`config.mk`:
```
export PLATFORM = sky130hd
export DESIGN_NAME = act_throttle
export DESIGN_NICKNAME = d
export VERILOG_FILES = /design/src/act_pkg.sv /design/src/act_throttle.sv
export SDC_FILE = /design/constraint.sdc
export NUM_CORES = 1
export LEC_CHECK = 0
export BUFFER_PORTS_ARGS = -buffer_cell sky130_fd_sc_hd__buf_2
export CAP_MARGIN = 20
export CELL_PAD_IN_SITES_DETAIL_PLACEMENT = 2
export CELL_PAD_IN_SITES_GLOBAL_PLACEMENT = 2
export CORE_ASPECT_RATIO = 0.75
export CORE_MARGIN = 5
export CORE_UTILIZATION = 36
export DETAILED_ROUTE_END_ITERATION = 6
export GPL_TIMING_DRIVEN = 0
export PLACE_DENSITY_LB_ADDON = 0.1
export SLEW_MARGIN = 0
export SYNTH_ARGS = -nofsm -noshare
export SYNTH_HDL_FRONTEND = slang
export SYNTH_SLANG_ARGS = --single-unit
```
`constraint.sdc`:
```
create_clock -name clk_i -period 12.55 [get_ports clk_i]
set_clock_uncertainty 0.15 [all_clocks]
set_input_delay 1.8825 -clock clk_i [delete_from_list [all_inputs] [get_ports clk_i]]
set_output_delay 1.8825 -clock clk_i [all_outputs]
set_load 0.02 [all_outputs]
```
`src/act_pkg.sv`:
```
// Constants for the activity-driven processor clock throttle.
// Assumes a 100 MHz system clock and a 32-bit classic Wishbone register port.
package act_pkg;

    // ****************************************************************
    // Clock and register map
    // ****************************************************************
    localparam int unsigned CLK_PERIOD_NS = 10;

    // Register indices; byte address is four times the index
    localparam logic [7:0] IDX_SOURCE_MASK   = 8'hdf;
    localparam logic [7:0] IDX_INACTIVE_STEP = 8'he0;
    localparam logic [7:0] IDX_ACTIVE_STEP   = 8'he1;
    localparam logic [7:0] IDX_ACTIVITY_LVL  = 8'he2;
    localparam logic [7:0] IDX_THROTTLE_CTRL = 8'he3;

    // ****************************************************************
    // Field positions
    // ****************************************************************
    localparam int MASK_IO_RANGE_BIT    = 7;
    localparam int MASK_DISPLAY_MEM_BIT = 6;
    localparam int MASK_DISK_IO_BIT     = 5;
    localparam int MASK_IRQ_LINES_BIT   = 4;
    localparam int MASK_SERIAL_IO_BIT   = 3;
    localparam int MASK_CARD_SLOT_BIT   = 2;
    localparam int MASK_KEYBOARD_IO_BIT = 1;
    localparam int MASK_PROG_CS_BIT     = 0;
    localparam int CTRL_ENABLE_BIT      = 7;
    localparam int CTRL_RATE_LSB        = 0;
    localparam int CTRL_RATE_W          = 3;

    // ****************************************************************
    // Reset values
    // ****************************************************************
    localparam logic [7:0] MASK_RST       = 8'hef;
    localparam logic [7:0] INACT_STEP_RST = 8'h00;
    localparam logic [7:0] ACT_STEP_RST   = 8'h00;
    localparam logic [7:0] LEVEL_RST      = 8'hff;
    localparam logic [7:0] LEVEL_EMPTY    = 8'h00;
    localparam logic [2:0] RATE_RST       = 3'h0;

    // ****************************************************************
    // Sampling periods in nanoseconds
    // ****************************************************************
    localparam int unsigned PERIOD0_NS = 61000;
    localparam int unsigned PERIOD1_NS = 122000;
    localparam int unsigned PERIOD2_NS = 244000;
    localparam int unsigned PERIOD3_NS = 488000;
    localparam int unsigned PERIOD4_NS = 976000;
    localparam int unsigned PERIOD5_NS = 1950000;
    localparam int unsigned PERIOD6_NS = 3910000;
    localparam int unsigned PERIOD7_NS = 7810000;
    localparam int unsigned PERIOD0_CYC = PERIOD0_NS / CLK_PERIOD_NS;
    localparam int unsigned PERIOD1_CYC = PERIOD1_NS / CLK_PERIOD_NS;
    localparam int unsigned PERIOD2_CYC = PERIOD2_NS / CLK_PERIOD_NS;
    localparam int unsigned PERIOD3_CYC = PERIOD3_NS / CLK_PERIOD_NS;
    localparam int unsigned PERIOD4_CYC = PERIOD4_NS / CLK_PERIOD_NS;
    localparam int unsigned PERIOD5_CYC = PERIOD5_NS / CLK_PERIOD_NS;
    localparam int unsigned PERIOD6_CYC = PERIOD6_NS / CLK_PERIOD_NS;
    localparam int unsigned PERIOD7_CYC = PERIOD7_NS / CLK_PERIOD_NS;
    localparam int          PCNT_W      = 20;

    // ****************************************************************
    // State of the throttle
    // ****************************************************************
    typedef struct packed {
        logic [7:0]        mask;
        logic [7:0]        inact_step;
        logic [7:0]        act_step;
        logic [7:0]        level;
        logic              enable;
        logic [2:0]        rate;
        logic [PCNT_W-1:0] pcnt;
        logic              seen;
        logic              req;
        logic              ack;
        logic [31:0]       dat;
    } act_state_s;

endpackage : act_pkg

```
`src/act_throttle.sv`:
```
// Activity-driven processor clock throttle with a classic Wishbone slave.
// Assumes activity strobes are synchronous one-or-more-cycle levels on clk_i
// and that the clock generator acts on slow_req_o as a level.
`timescale 1ns/1ps

module act_throttle
    import act_pkg::*;
#(
    parameter int unsigned PERIOD_CYC [0:7] = '{PERIOD0_CYC, PERIOD1_CYC, PERIOD2_CYC,
                                                 PERIOD3_CYC, PERIOD4_CYC, PERIOD5_CYC,
                                                 PERIOD6_CYC, PERIOD7_CYC}
) (
    input  wire logic        clk_i,
    input  wire logic        rst_i,
    input  wire logic        cyc_i,
    input  wire logic        stb_i,
    input  wire logic        we_i,
    input  wire logic [9:0]  adr_i,
    input  wire logic [3:0]  sel_i,
    input  wire logic [31:0] dat_i,
    output logic      [31:0] dat_o,
    output logic             ack_o,
    input  wire logic        io_range_hit_i,
    input  wire logic        display_wr_i,
    input  wire logic        disk_io_i,
    input  wire logic        irq_activity_i,
    input  wire logic        serial_io_i,
    input  wire logic        card_slot_i,
    input  wire logic        keyboard_io_i,
    input  wire logic        prog_cs_i,
    output logic             slow_req_o
);

    // ****************************************************************
    // Helpers
    // ****************************************************************
    act_state_s st_r;
    act_state_s st_nxt;
    logic [7:0] hits;
    logic [7:0] live_hits;
    logic       bus_req;
    logic       wr_lane0;
    logic [7:0] widx;
    logic       tick;

    // Period length for a rate code, less one so the counter ends on it
    function automatic logic [PCNT_W-1:0] period_last(input logic [2:0] code);
        period_last = PCNT_W'(PERIOD_CYC[code] - 1);
    endfunction : period_last

    // Unsigned add clamped at all ones
    function automatic logic [7:0] sat_up(input logic [7:0] lvl, input logic [7:0] stp);
        logic [8:0] sum;
        sum = {1'b0, lvl} + {1'b0, stp};
        sat_up = sum[8] ? LEVEL_RST : sum[7:0];
    endfunction : sat_up

    // Signed add clamped to 0..255; a negative step drains the level
    function automatic logic [7:0] sat_signed(input logic [7:0] lvl, input logic [7:0] stp);
        logic signed [9:0] sum;
        sum = $signed({2'b00, lvl}) + $signed({{2{stp[7]}}, stp});
        if (sum < 0) begin
            sat_signed = LEVEL_EMPTY;
        end else if (sum > 10'sd255) begin
            sat_signed = LEVEL_RST;
        end else begin
            sat_signed = sum[7:0];
        end
    endfunction : sat_signed

    // Source vector in mask bit order
    assign hits[MASK_IO_RANGE_BIT]    = io_range_hit_i;
    assign hits[MASK_DISPLAY_MEM_BIT] = display_wr_i;
    assign hits[MASK_DISK_IO_BIT]     = disk_io_i;
    assign hits[MASK_IRQ_LINES_BIT]   = irq_activity_i;
    assign hits[MASK_SERIAL_IO_BIT]   = serial_io_i;
    assign hits[MASK_CARD_SLOT_BIT]   = card_slot_i;
    assign hits[MASK_KEYBOARD_IO_BIT] = keyboard_io_i;
    assign hits[MASK_PROG_CS_BIT]     = prog_cs_i;

    // A set mask bit drops its source; a clear one lets it count
    assign live_hits = hits & ~st_r.mask;

    // New request only while no ack is outstanding, so each access acks once
    assign bus_req  = cyc_i & stb_i & ~st_r.ack;
    assign wr_lane0 = bus_req & we_i & sel_i[0];
    assign widx     = adr_i[9:2];

    // Period end; the compare is >= so that a rate lowered mid-period ends the
    // period at once instead of running the counter round its full range
    assign tick     = st_r.enable && (st_r.pcnt >= period_last(st_r.rate));

    // ****************************************************************
    // Next-state logic
    // ****************************************************************
    always_comb begin
        st_nxt = st_r;
        // Sampling: paused while disabled, counter restarts on enable
        if (!st_r.enable) begin
            st_nxt.pcnt = '0;
            st_nxt.seen = 1'b0;
        end else if (tick) begin
            st_nxt.pcnt = '0;
            st_nxt.seen = 1'b0;
            // Activity in the last cycle still belongs to this period
            if (st_r.seen || (|live_hits)) begin
                st_nxt.level = sat_up(st_r.level, st_r.act_step);
            end else begin
                st_nxt.level = sat_signed(st_r.level, st_r.inact_step);
            end
        end else begin
            st_nxt.pcnt = st_r.pcnt + 1'b1;
            st_nxt.seen = st_r.seen | (|live_hits);
        end
        // Register writes; a level write wins over a same-cycle period update
        if (wr_lane0) begin
            case (widx)
                IDX_SOURCE_MASK:   st_nxt.mask       = dat_i[7:0];
                IDX_INACTIVE_STEP: st_nxt.inact_step = dat_i[7:0];
                IDX_ACTIVE_STEP:   st_nxt.act_step   = dat_i[7:0];
                IDX_ACTIVITY_LVL:  st_nxt.level      = dat_i[7:0];
                IDX_THROTTLE_CTRL: begin
                    st_nxt.enable = dat_i[CTRL_ENABLE_BIT];
                    st_nxt.rate   = dat_i[CTRL_RATE_LSB +: CTRL_RATE_W];
                end
                default: ;
            endcase
        end
        // Hysteresis: set at empty, cleared only at full
        if (st_nxt.level == LEVEL_EMPTY) begin
            st_nxt.req = 1'b1;
        end else if (st_nxt.level == LEVEL_RST) begin
            st_nxt.req = 1'b0;
        end
        // Answer every access one cycle later; unmapped reads give zero
        st_nxt.ack = bus_req;
        st_nxt.dat = '0;
        if (bus_req && !we_i) begin
            case (widx)
                IDX_SOURCE_MASK:   st_nxt.dat[7:0] = st_r.mask;
                IDX_INACTIVE_STEP: st_nxt.dat[7:0] = st_r.inact_step;
                IDX_ACTIVE_STEP:   st_nxt.dat[7:0] = st_r.act_step;
                IDX_ACTIVITY_LVL:  st_nxt.dat[7:0] = st_r.level;
                IDX_THROTTLE_CTRL: begin
                    st_nxt.dat[CTRL_ENABLE_BIT]                   = st_r.enable;
                    st_nxt.dat[CTRL_RATE_LSB +: CTRL_RATE_W]      = st_r.rate;
                end
                default: st_nxt.dat = '0;
            endcase
        end
    end

    // ****************************************************************
    // State register
    // ****************************************************************
    always_ff @(posedge clk_i) begin
        if (rst_i) begin
            st_r.mask       <= MASK_RST;
            st_r.inact_step <= INACT_STEP_RST;
            st_r.act_step   <= ACT_STEP_RST;
            st_r.level      <= LEVEL_RST;
            st_r.enable     <= 1'b0;
            st_r.rate       <= RATE_RST;
            st_r.pcnt       <= '0;
            st_r.seen       <= 1'b0;
            st_r.req        <= 1'b0;
            st_r.ack        <= 1'b0;
            st_r.dat        <= '0;
        end else begin
            st_r <= st_nxt;
        end
    end

    // Outputs come straight from the state flops
    assign dat_o      = st_r.dat;
    assign ack_o      = st_r.ack;
    assign slow_req_o = st_r.req;

    logic       chk_valid;
    logic [7:0] exp_up;
    logic [7:0] exp_dn;
    assign exp_up = sat_up(st_r.level, st_r.act_step);
    assign exp_dn = sat_signed(st_r.level, st_r.inact_step);

    always_ff @(posedge clk_i) begin
        chk_valid <= ~rst_i;
    end

    // ****************************************************************
    // Bus checks
    // ****************************************************************
    // Helper flags for the register write checks
    logic wr_mask;
    logic wr_istep;
    logic wr_level;
    logic wr_ctrl;
    assign wr_mask  = wr_lane0 && (widx == IDX_SOURCE_MASK);
    assign wr_istep = wr_lane0 && (widx == IDX_INACTIVE_STEP);
    assign wr_level = wr_lane0 && (widx == IDX_ACTIVITY_LVL);
    assign wr_ctrl  = wr_lane0 && (widx == IDX_THROTTLE_CTRL);
endmodule : act_throttle

```
Word-level counts from Yosys, hierarchy flattened
Memories as Yosys holds them, arrays and structs flattened. Index checks and enable logic that the tools add are counted.

Register bits after elaboration: 91. Bits in latches: 0. Input bits: 59. Memories kept: 1. Output and inout port bits: 34. Memory bits (read-only): 256. Bits in writable memories: 0. Logic and storage cells: 67.

Multiply operators: 0. Div/mod/pow operators: 0. Reduce and logical (&&, ||, !) cells: 13. Mux-type cells: 16. Bitwise logic cells: 11. Equal/unequal tests: 6. Add/sub/neg operators: 4. Shift operators: 0. Order comparisons: 4.

Memory list: (name not given) (words 8, bits a word 32, rd ports 1, clocked after memory_dff 0, write ports 0, RTL line act_throttle.sv:48) `period_last = PCNT_W'(PERIOD_CYC[code] - 1);`.

Operators by type and width (number): two-way mux 8 bit (7); equality test 8 bit, second input constant (6); two-way mux 20 bit (2); adder 20 x 1 -> 20 bit, second input constant (1); greater-or-equal comparator 20 bit (1); subtractor 20 x 1 -> 20 bit, second input constant (1); case mux 4 bit (4 select lines) (1); case mux 3 bit (5 select lines) (1); two-way mux 12 bit (1); adder 9 x 8 -> 10 bit (1); greater-than comparator 10 x 9 -> 1 bit, second input constant (1); < comparator 10 x 1 -> 1 bit, second input constant (1); adder 8 x 8 -> 9 bit (1); AND 8 bit (1); logical NOT 8 bit (1); inverter 8 bit (1); AND reduction 2 bit (4); OR reduction 8 bit (1); case mux 1 bit (5 select lines) (1); AND 1 bit (4); greater-or-equal comparator 4 bit, second input constant (1); two-way mux 4 bit (1); inverter 3 -> 4 bit (1); inverter 1 bit (3); 8 further kinds (10).

Logic depth before layout (Yosys ltp)
Depth in word-level cells: 14. Gate-level depth with buffers: 18. Mapped depth without buffers: 17.

Worst setup path before layout
Ideal clock, no wire load.

Path type: in2reg. Start: input port adr_i[4]. End: register st_r, in the netlist slow_req_o. Buffers on the path: 1. Path slack: 8545 ps. Stages: 7. Arrival: 3719 ps. Library setup time: 136 ps. Data required time: 12264 ps. Cell sequence: or4b_4 nor4b_4 buf_2 and3_1 a211oi_1 o41ai_2 o211ai_1.

Cells in the longest elaborated chain, start to end: 5. Elaborated cells between the ends (all ways): 7. Those cells by class: eq/ne: 2; mux: 3; reduce/logical: 2.

Ends and longest elaborated chain: start, declared (RTL line act_throttle.sv:18) `input wire logic [9:0] adr_i,`; equality test 8 bit (*) (RTL line act_throttle.sv:117) `case (widx)`; two-way mux 8 bit (*) (RTL line act_throttle.sv:117); two-way mux 12 bit (*) (RTL line act_throttle.sv:116) `if (wr_lane0) begin`; equality test 8 bit or logical NOT 8 bit (tied branches) (RTL line act_throttle.sv:132, act_throttle.sv:130); nonzero test 2 bit (no line) or two-way mux 1 bit (tied branches); end signal, assigned (RTL line act_throttle.sv:170) `st_r <= st_nxt;`; end, declared (RTL line act_throttle.sv:37) `act_state_s st_r;`.

Every way passes the cells marked *; elsewhere a longest branch is shown, timed or not. A chain may end at the register's enable or synchronous reset.

Worst setup path after layout
Start: register st_r[55] (netlist name). End: register st_r, in the netlist slow_req_o.

Cells in the longest elaborated chain, start to end: 13. Elaborated cells between the ends (all ways): 15. Those cells by class: add/sub: 1; order compare: 1; eq/ne: 1; mux: 7; bitwise: 1; reduce/logical: 3; memory: 1.

Ends and longest elaborated chain: inverter 3 -> 4 bit (not written as such) (*) (RTL line act_throttle.sv:48); memory (8 x 32 bit) (*); two-way mux 20 bit (not written as such) (*) (2 in series) (RTL line act_throttle.sv:48); subtractor 20 x 1 -> 20 bit (*) (RTL line act_throttle.sv:48); greater-or-equal comparator 20 bit (*) (RTL line act_throttle.sv:91) `assign tick = st_r.enable && (st_r.pcnt >= period_last(st_r.rate));`; logical AND 1 bit (*) (RTL line act_throttle.sv:91); two-way mux 8 bit (*) (RTL line act_throttle.sv:102) `end else if (tick) begin`; two-way mux 8 bit (*) (RTL line act_throttle.sv:99) `if (!st_r.enable) begin`; two-way mux 8 bit (RTL line act_throttle.sv:117); two-way mux 12 bit (*) (RTL line act_throttle.sv:116); equality test 8 bit or logical NOT 8 bit (tied branches) (RTL line act_throttle.sv:132, act_throttle.sv:130); nonzero test 2 bit (no line) or two-way mux 1 bit (tied branches).

Every way passes the cells marked *; elsewhere a longest branch is shown, timed or not. The select of a mux whose other input is x is not followed.

==> impl_results.md <==
- CTS tree: yes
- Drt pass-1 iters: 4
- CP endpoint kind: flop
- # port buffers: 39
- Chip height: 112 µm
- Reg clk slew, reported paths: 0.06 ns
- Die area: 0.0163 mm²
- Busiest grt layer: met2
- Yosys warning count: 0
- HP Start: st_r[35]
- Cells along the critical path: clkbuf_1 > inv_1 > ha_1 > nand2b_1 > nand3_1 > nor4_1 > a21oi_1 > ha_1 > a21oi_1 > o21ai_0 > a22o_1 > a211oi_2 > or2_2 > o21ai_0 > nand4bb_1 > o41ai_2 > o211ai_1
- Peak VDD IR: 0.0000614 V
- Net Sw Frac: 23.0%
- Combinational Power Share: 5.8%
- Die Width: 146 µm
- Initial core utilization: 36.5%
- Worst Max-Slew Pin Slew: 0.962 ns
- Power after layout: 518 µW
- Cell Area, Placed: 0.00548 mm²
- WP data required: 12.59 ns
- Slowest cell on the critical path: a211oi_2
- Tmin final: 5.05 ns
- GP Congestion: 0.817
- Largest net degree at the start of global routing: 14
- Maximum capacitance violations: 0
- Async SR Flop Fraction: 0%
- Fmax: 198 MHz
- Setup TNS: 0 ns
- Synth top area share: 26.9%
- Dominant synthesized flop cell: dfxtp_1
- Clock root cell: clkbuf_16
- Psw: 119 µW
- Setup violators final: 0
- Fin nets: 777
- Reg power frac: 41.1%
- Vias in the first global route: 5147
- Clock sink count: 67
- Cts bufs inserted: 9
- Met2 Track Usage GR: 35.2%
- Fill cell count: 1563
- WS Path Type: flop to flop
- Clk buf depth: 2
- CP startpoint kind: flop
- FF+latch count, synth: 67
- Syn Area/Cell: 8.33 µm²
- Core area: 0.0137 mm²
- Power Internal: 399 µW
- Seq/Total Area, Yosys: 26.9%
- Clock latency at the later pin of the worst-skew pair: 0.34 ns
- Global-route wire length before repair: 28900 µm
- Synth Instances: 598
- CP max stage delay: 0.49 ns
- CTS HTree Levels: 3
- Min Hold Slack: 0.308 ns
- Hpwl dp: 14400 µm
- Clock power frac: 53.1%
- Final Instance Area: 0.00581 mm²
- Ports: 93
- Hold Fails Final Rpt: 0
- Routed WL per cell: 21.1 µm
- # Post-CTS Setup Buffers: 0
- RSZ-0062 raised after global routing: false
- Leak: 2.58 nW
- Power Density: 89.2 mW/mm²
- Ant. Diodes: 0
- GR Util All Layers: 22.4%
- Final slew viol count: 0
- Via count: 4652
- Post-CTS sizing: 0
- Finished Core Util: 42.5%
- Status: finished, final reports clean
- Critical path peak fanout: 10
- Crit path DAT: 5.09 ns
- Area growth from synthesis to layout: 16.6%
- DR DRC count: 0
- Top post-synthesis cells by area: dfxtp_1 27%, ha_1 11%, mux2i_1 6.4%
- Total grt overflow: 0
- Library cells used by synthesis: 73
- Final period util: 40.2%
- Cell Area, Synth: 0.00498 mm²
- Antenna Violating Nets Remaining: 0
- Relative slew slack: 35.8%
- Hold Crit Class: flop to flop
- Post-synth EDFFs: 0
- Final WL: 17900 µm
- M1 GR Usage: 32.0%
- Drt initial violations: 207
- Via density: 5.47
- Initial antenna violation count: 0
- CP startpoint: st_r[55]
- CP bufs+invs: 2
- Share of layout cells above drive strength 1: 16.1%
- Num rows: 37
- R2R Path Start: st_r[55]
- Crit-path leading delay family: compound AO/OA/AOI/OAI gates
- CTS Hold Bufs: 0
- Area leader, netlist: dfxtp_1
- GR Util met3: 4.03%
==> stage by stage <==
step | instances | setup WS (ns)
3_5_place_dp | 835 | 7.52
6_report | 851 | 7.50
5_1_grt | 851 | 7.07
4_1_cts | 851 | 7.50
2_1_floorplan | 621 | 8.55
3_3_place_gp | 835 | 7.85
==> power groups by stage <==
stage	clock, mW	sequential (mW)	combinational, mW
finish	0.275	0.213	0.0301
global route	0.288	0.213	0.0327
CTS	0.279	0.213	0.0296
detailed placement	0	0.218	0.0294
global placement	0	0.218	0.0289
floorplan	0	0.218	0.0187
==> cells in the final DEF (no fill, tap or decap), types with 3 or more instances in the layout <==
cell type,count
nand2_1,28
a21boi_0,3
o211ai_1,6
a31oi_1,3
a21oi_1,35
buf_4,32
or2_2,4
and3_1,18
ha_1,45
a21o_1,12
clkbuf_16,9
conb_1,24
dfxtp_1,67
nand4_1,11
and2_1,5
o21ai_0,22
o21ai_1,3
a22oi_1,6
nor3_1,9
xor2_1,15
nand3_1,19
o21a_1,4
a221oi_1,6
a211o_1,7
nor2b_1,8
inv_1,21
o31ai_1,4
a211oi_1,5
nor2_1,79
xnor2_1,12
nand2b_1,9
buf_2,41
or3_1,4
clkbuf_1,15
mux2i_1,32
o22ai_1,3
==> layout make-up <==
type                            count  area (µm²)  area share (%)
Timing Repair Buffer               39         195            3.36
Clock inverter                      7        98.8            1.70
Clock buffer                        9         225            3.88
Tap cell                          175         219            3.77
Sequential cell                    67        1340            23.1
Multi-Input combinational cell    483        3340            57.5
Buffer                             50         310            5.34
Inverter                           21        78.8            1.36
==> path summary, 6_finish.rpt <==
check,endpoint,slack (ns),cells after the start
worst max-delay path,slow_req_o,7.50,17
worst min-delay path,st_r[35],0.31,1
worst max register to register,slow_req_o,7.50,17
worst min register to register,st_r[35],0.31,1
==> logic make-up after synthesis <==
kind of cell / share of synthesized area [%]
AND/OR/NAND/NOR: 21.9
AO/OA/AOI/OAI: 19.8
buffers and inverters: 7.81
flip-flops: 26.9
adder cells (fa/ha/maj): 12.1
multiplexers: 6.66
XOR/XNOR: 4.75
other: 0.0753
==> synth_stat cells (4+ instances only) <==
cell	instances
inv_1	21
clkbuf_1	15
nand2_1	28
mux2i_1	32
a211o_1	7
dfxtp_1	67
o211ai_1	6
o21a_1	4
xnor2_1	12
a21oi_1	35
nand2b_1	9
o21ai_0	22
ha_1	45
nand4_1	11
xor2_1	15
or2_2	4
nor3_1	9
and3_1	18
nand3_1	19
a22oi_1	6
buf_4	32
o31ai_1	4
or3_1	4
a211oi_1	5
nor2b_1	8
nor2_1	79
and2_1	5
a21o_1	12
a221oi_1	6
==> flip-flops by register name, indices dropped and copies added (netlist names) <==
signal	flops
st_r	57
ack_o	1
slow_req_o	1
dat_o	8
==> metal layers <==
layer	vias to the layer above	share of wire, %
met5	-	0
met2	109	43
met4	0	0.99
met1	2281	49
li1	2250	-
met3	12	6.5
Note: power is estimated with default switching activity, not from simulation.
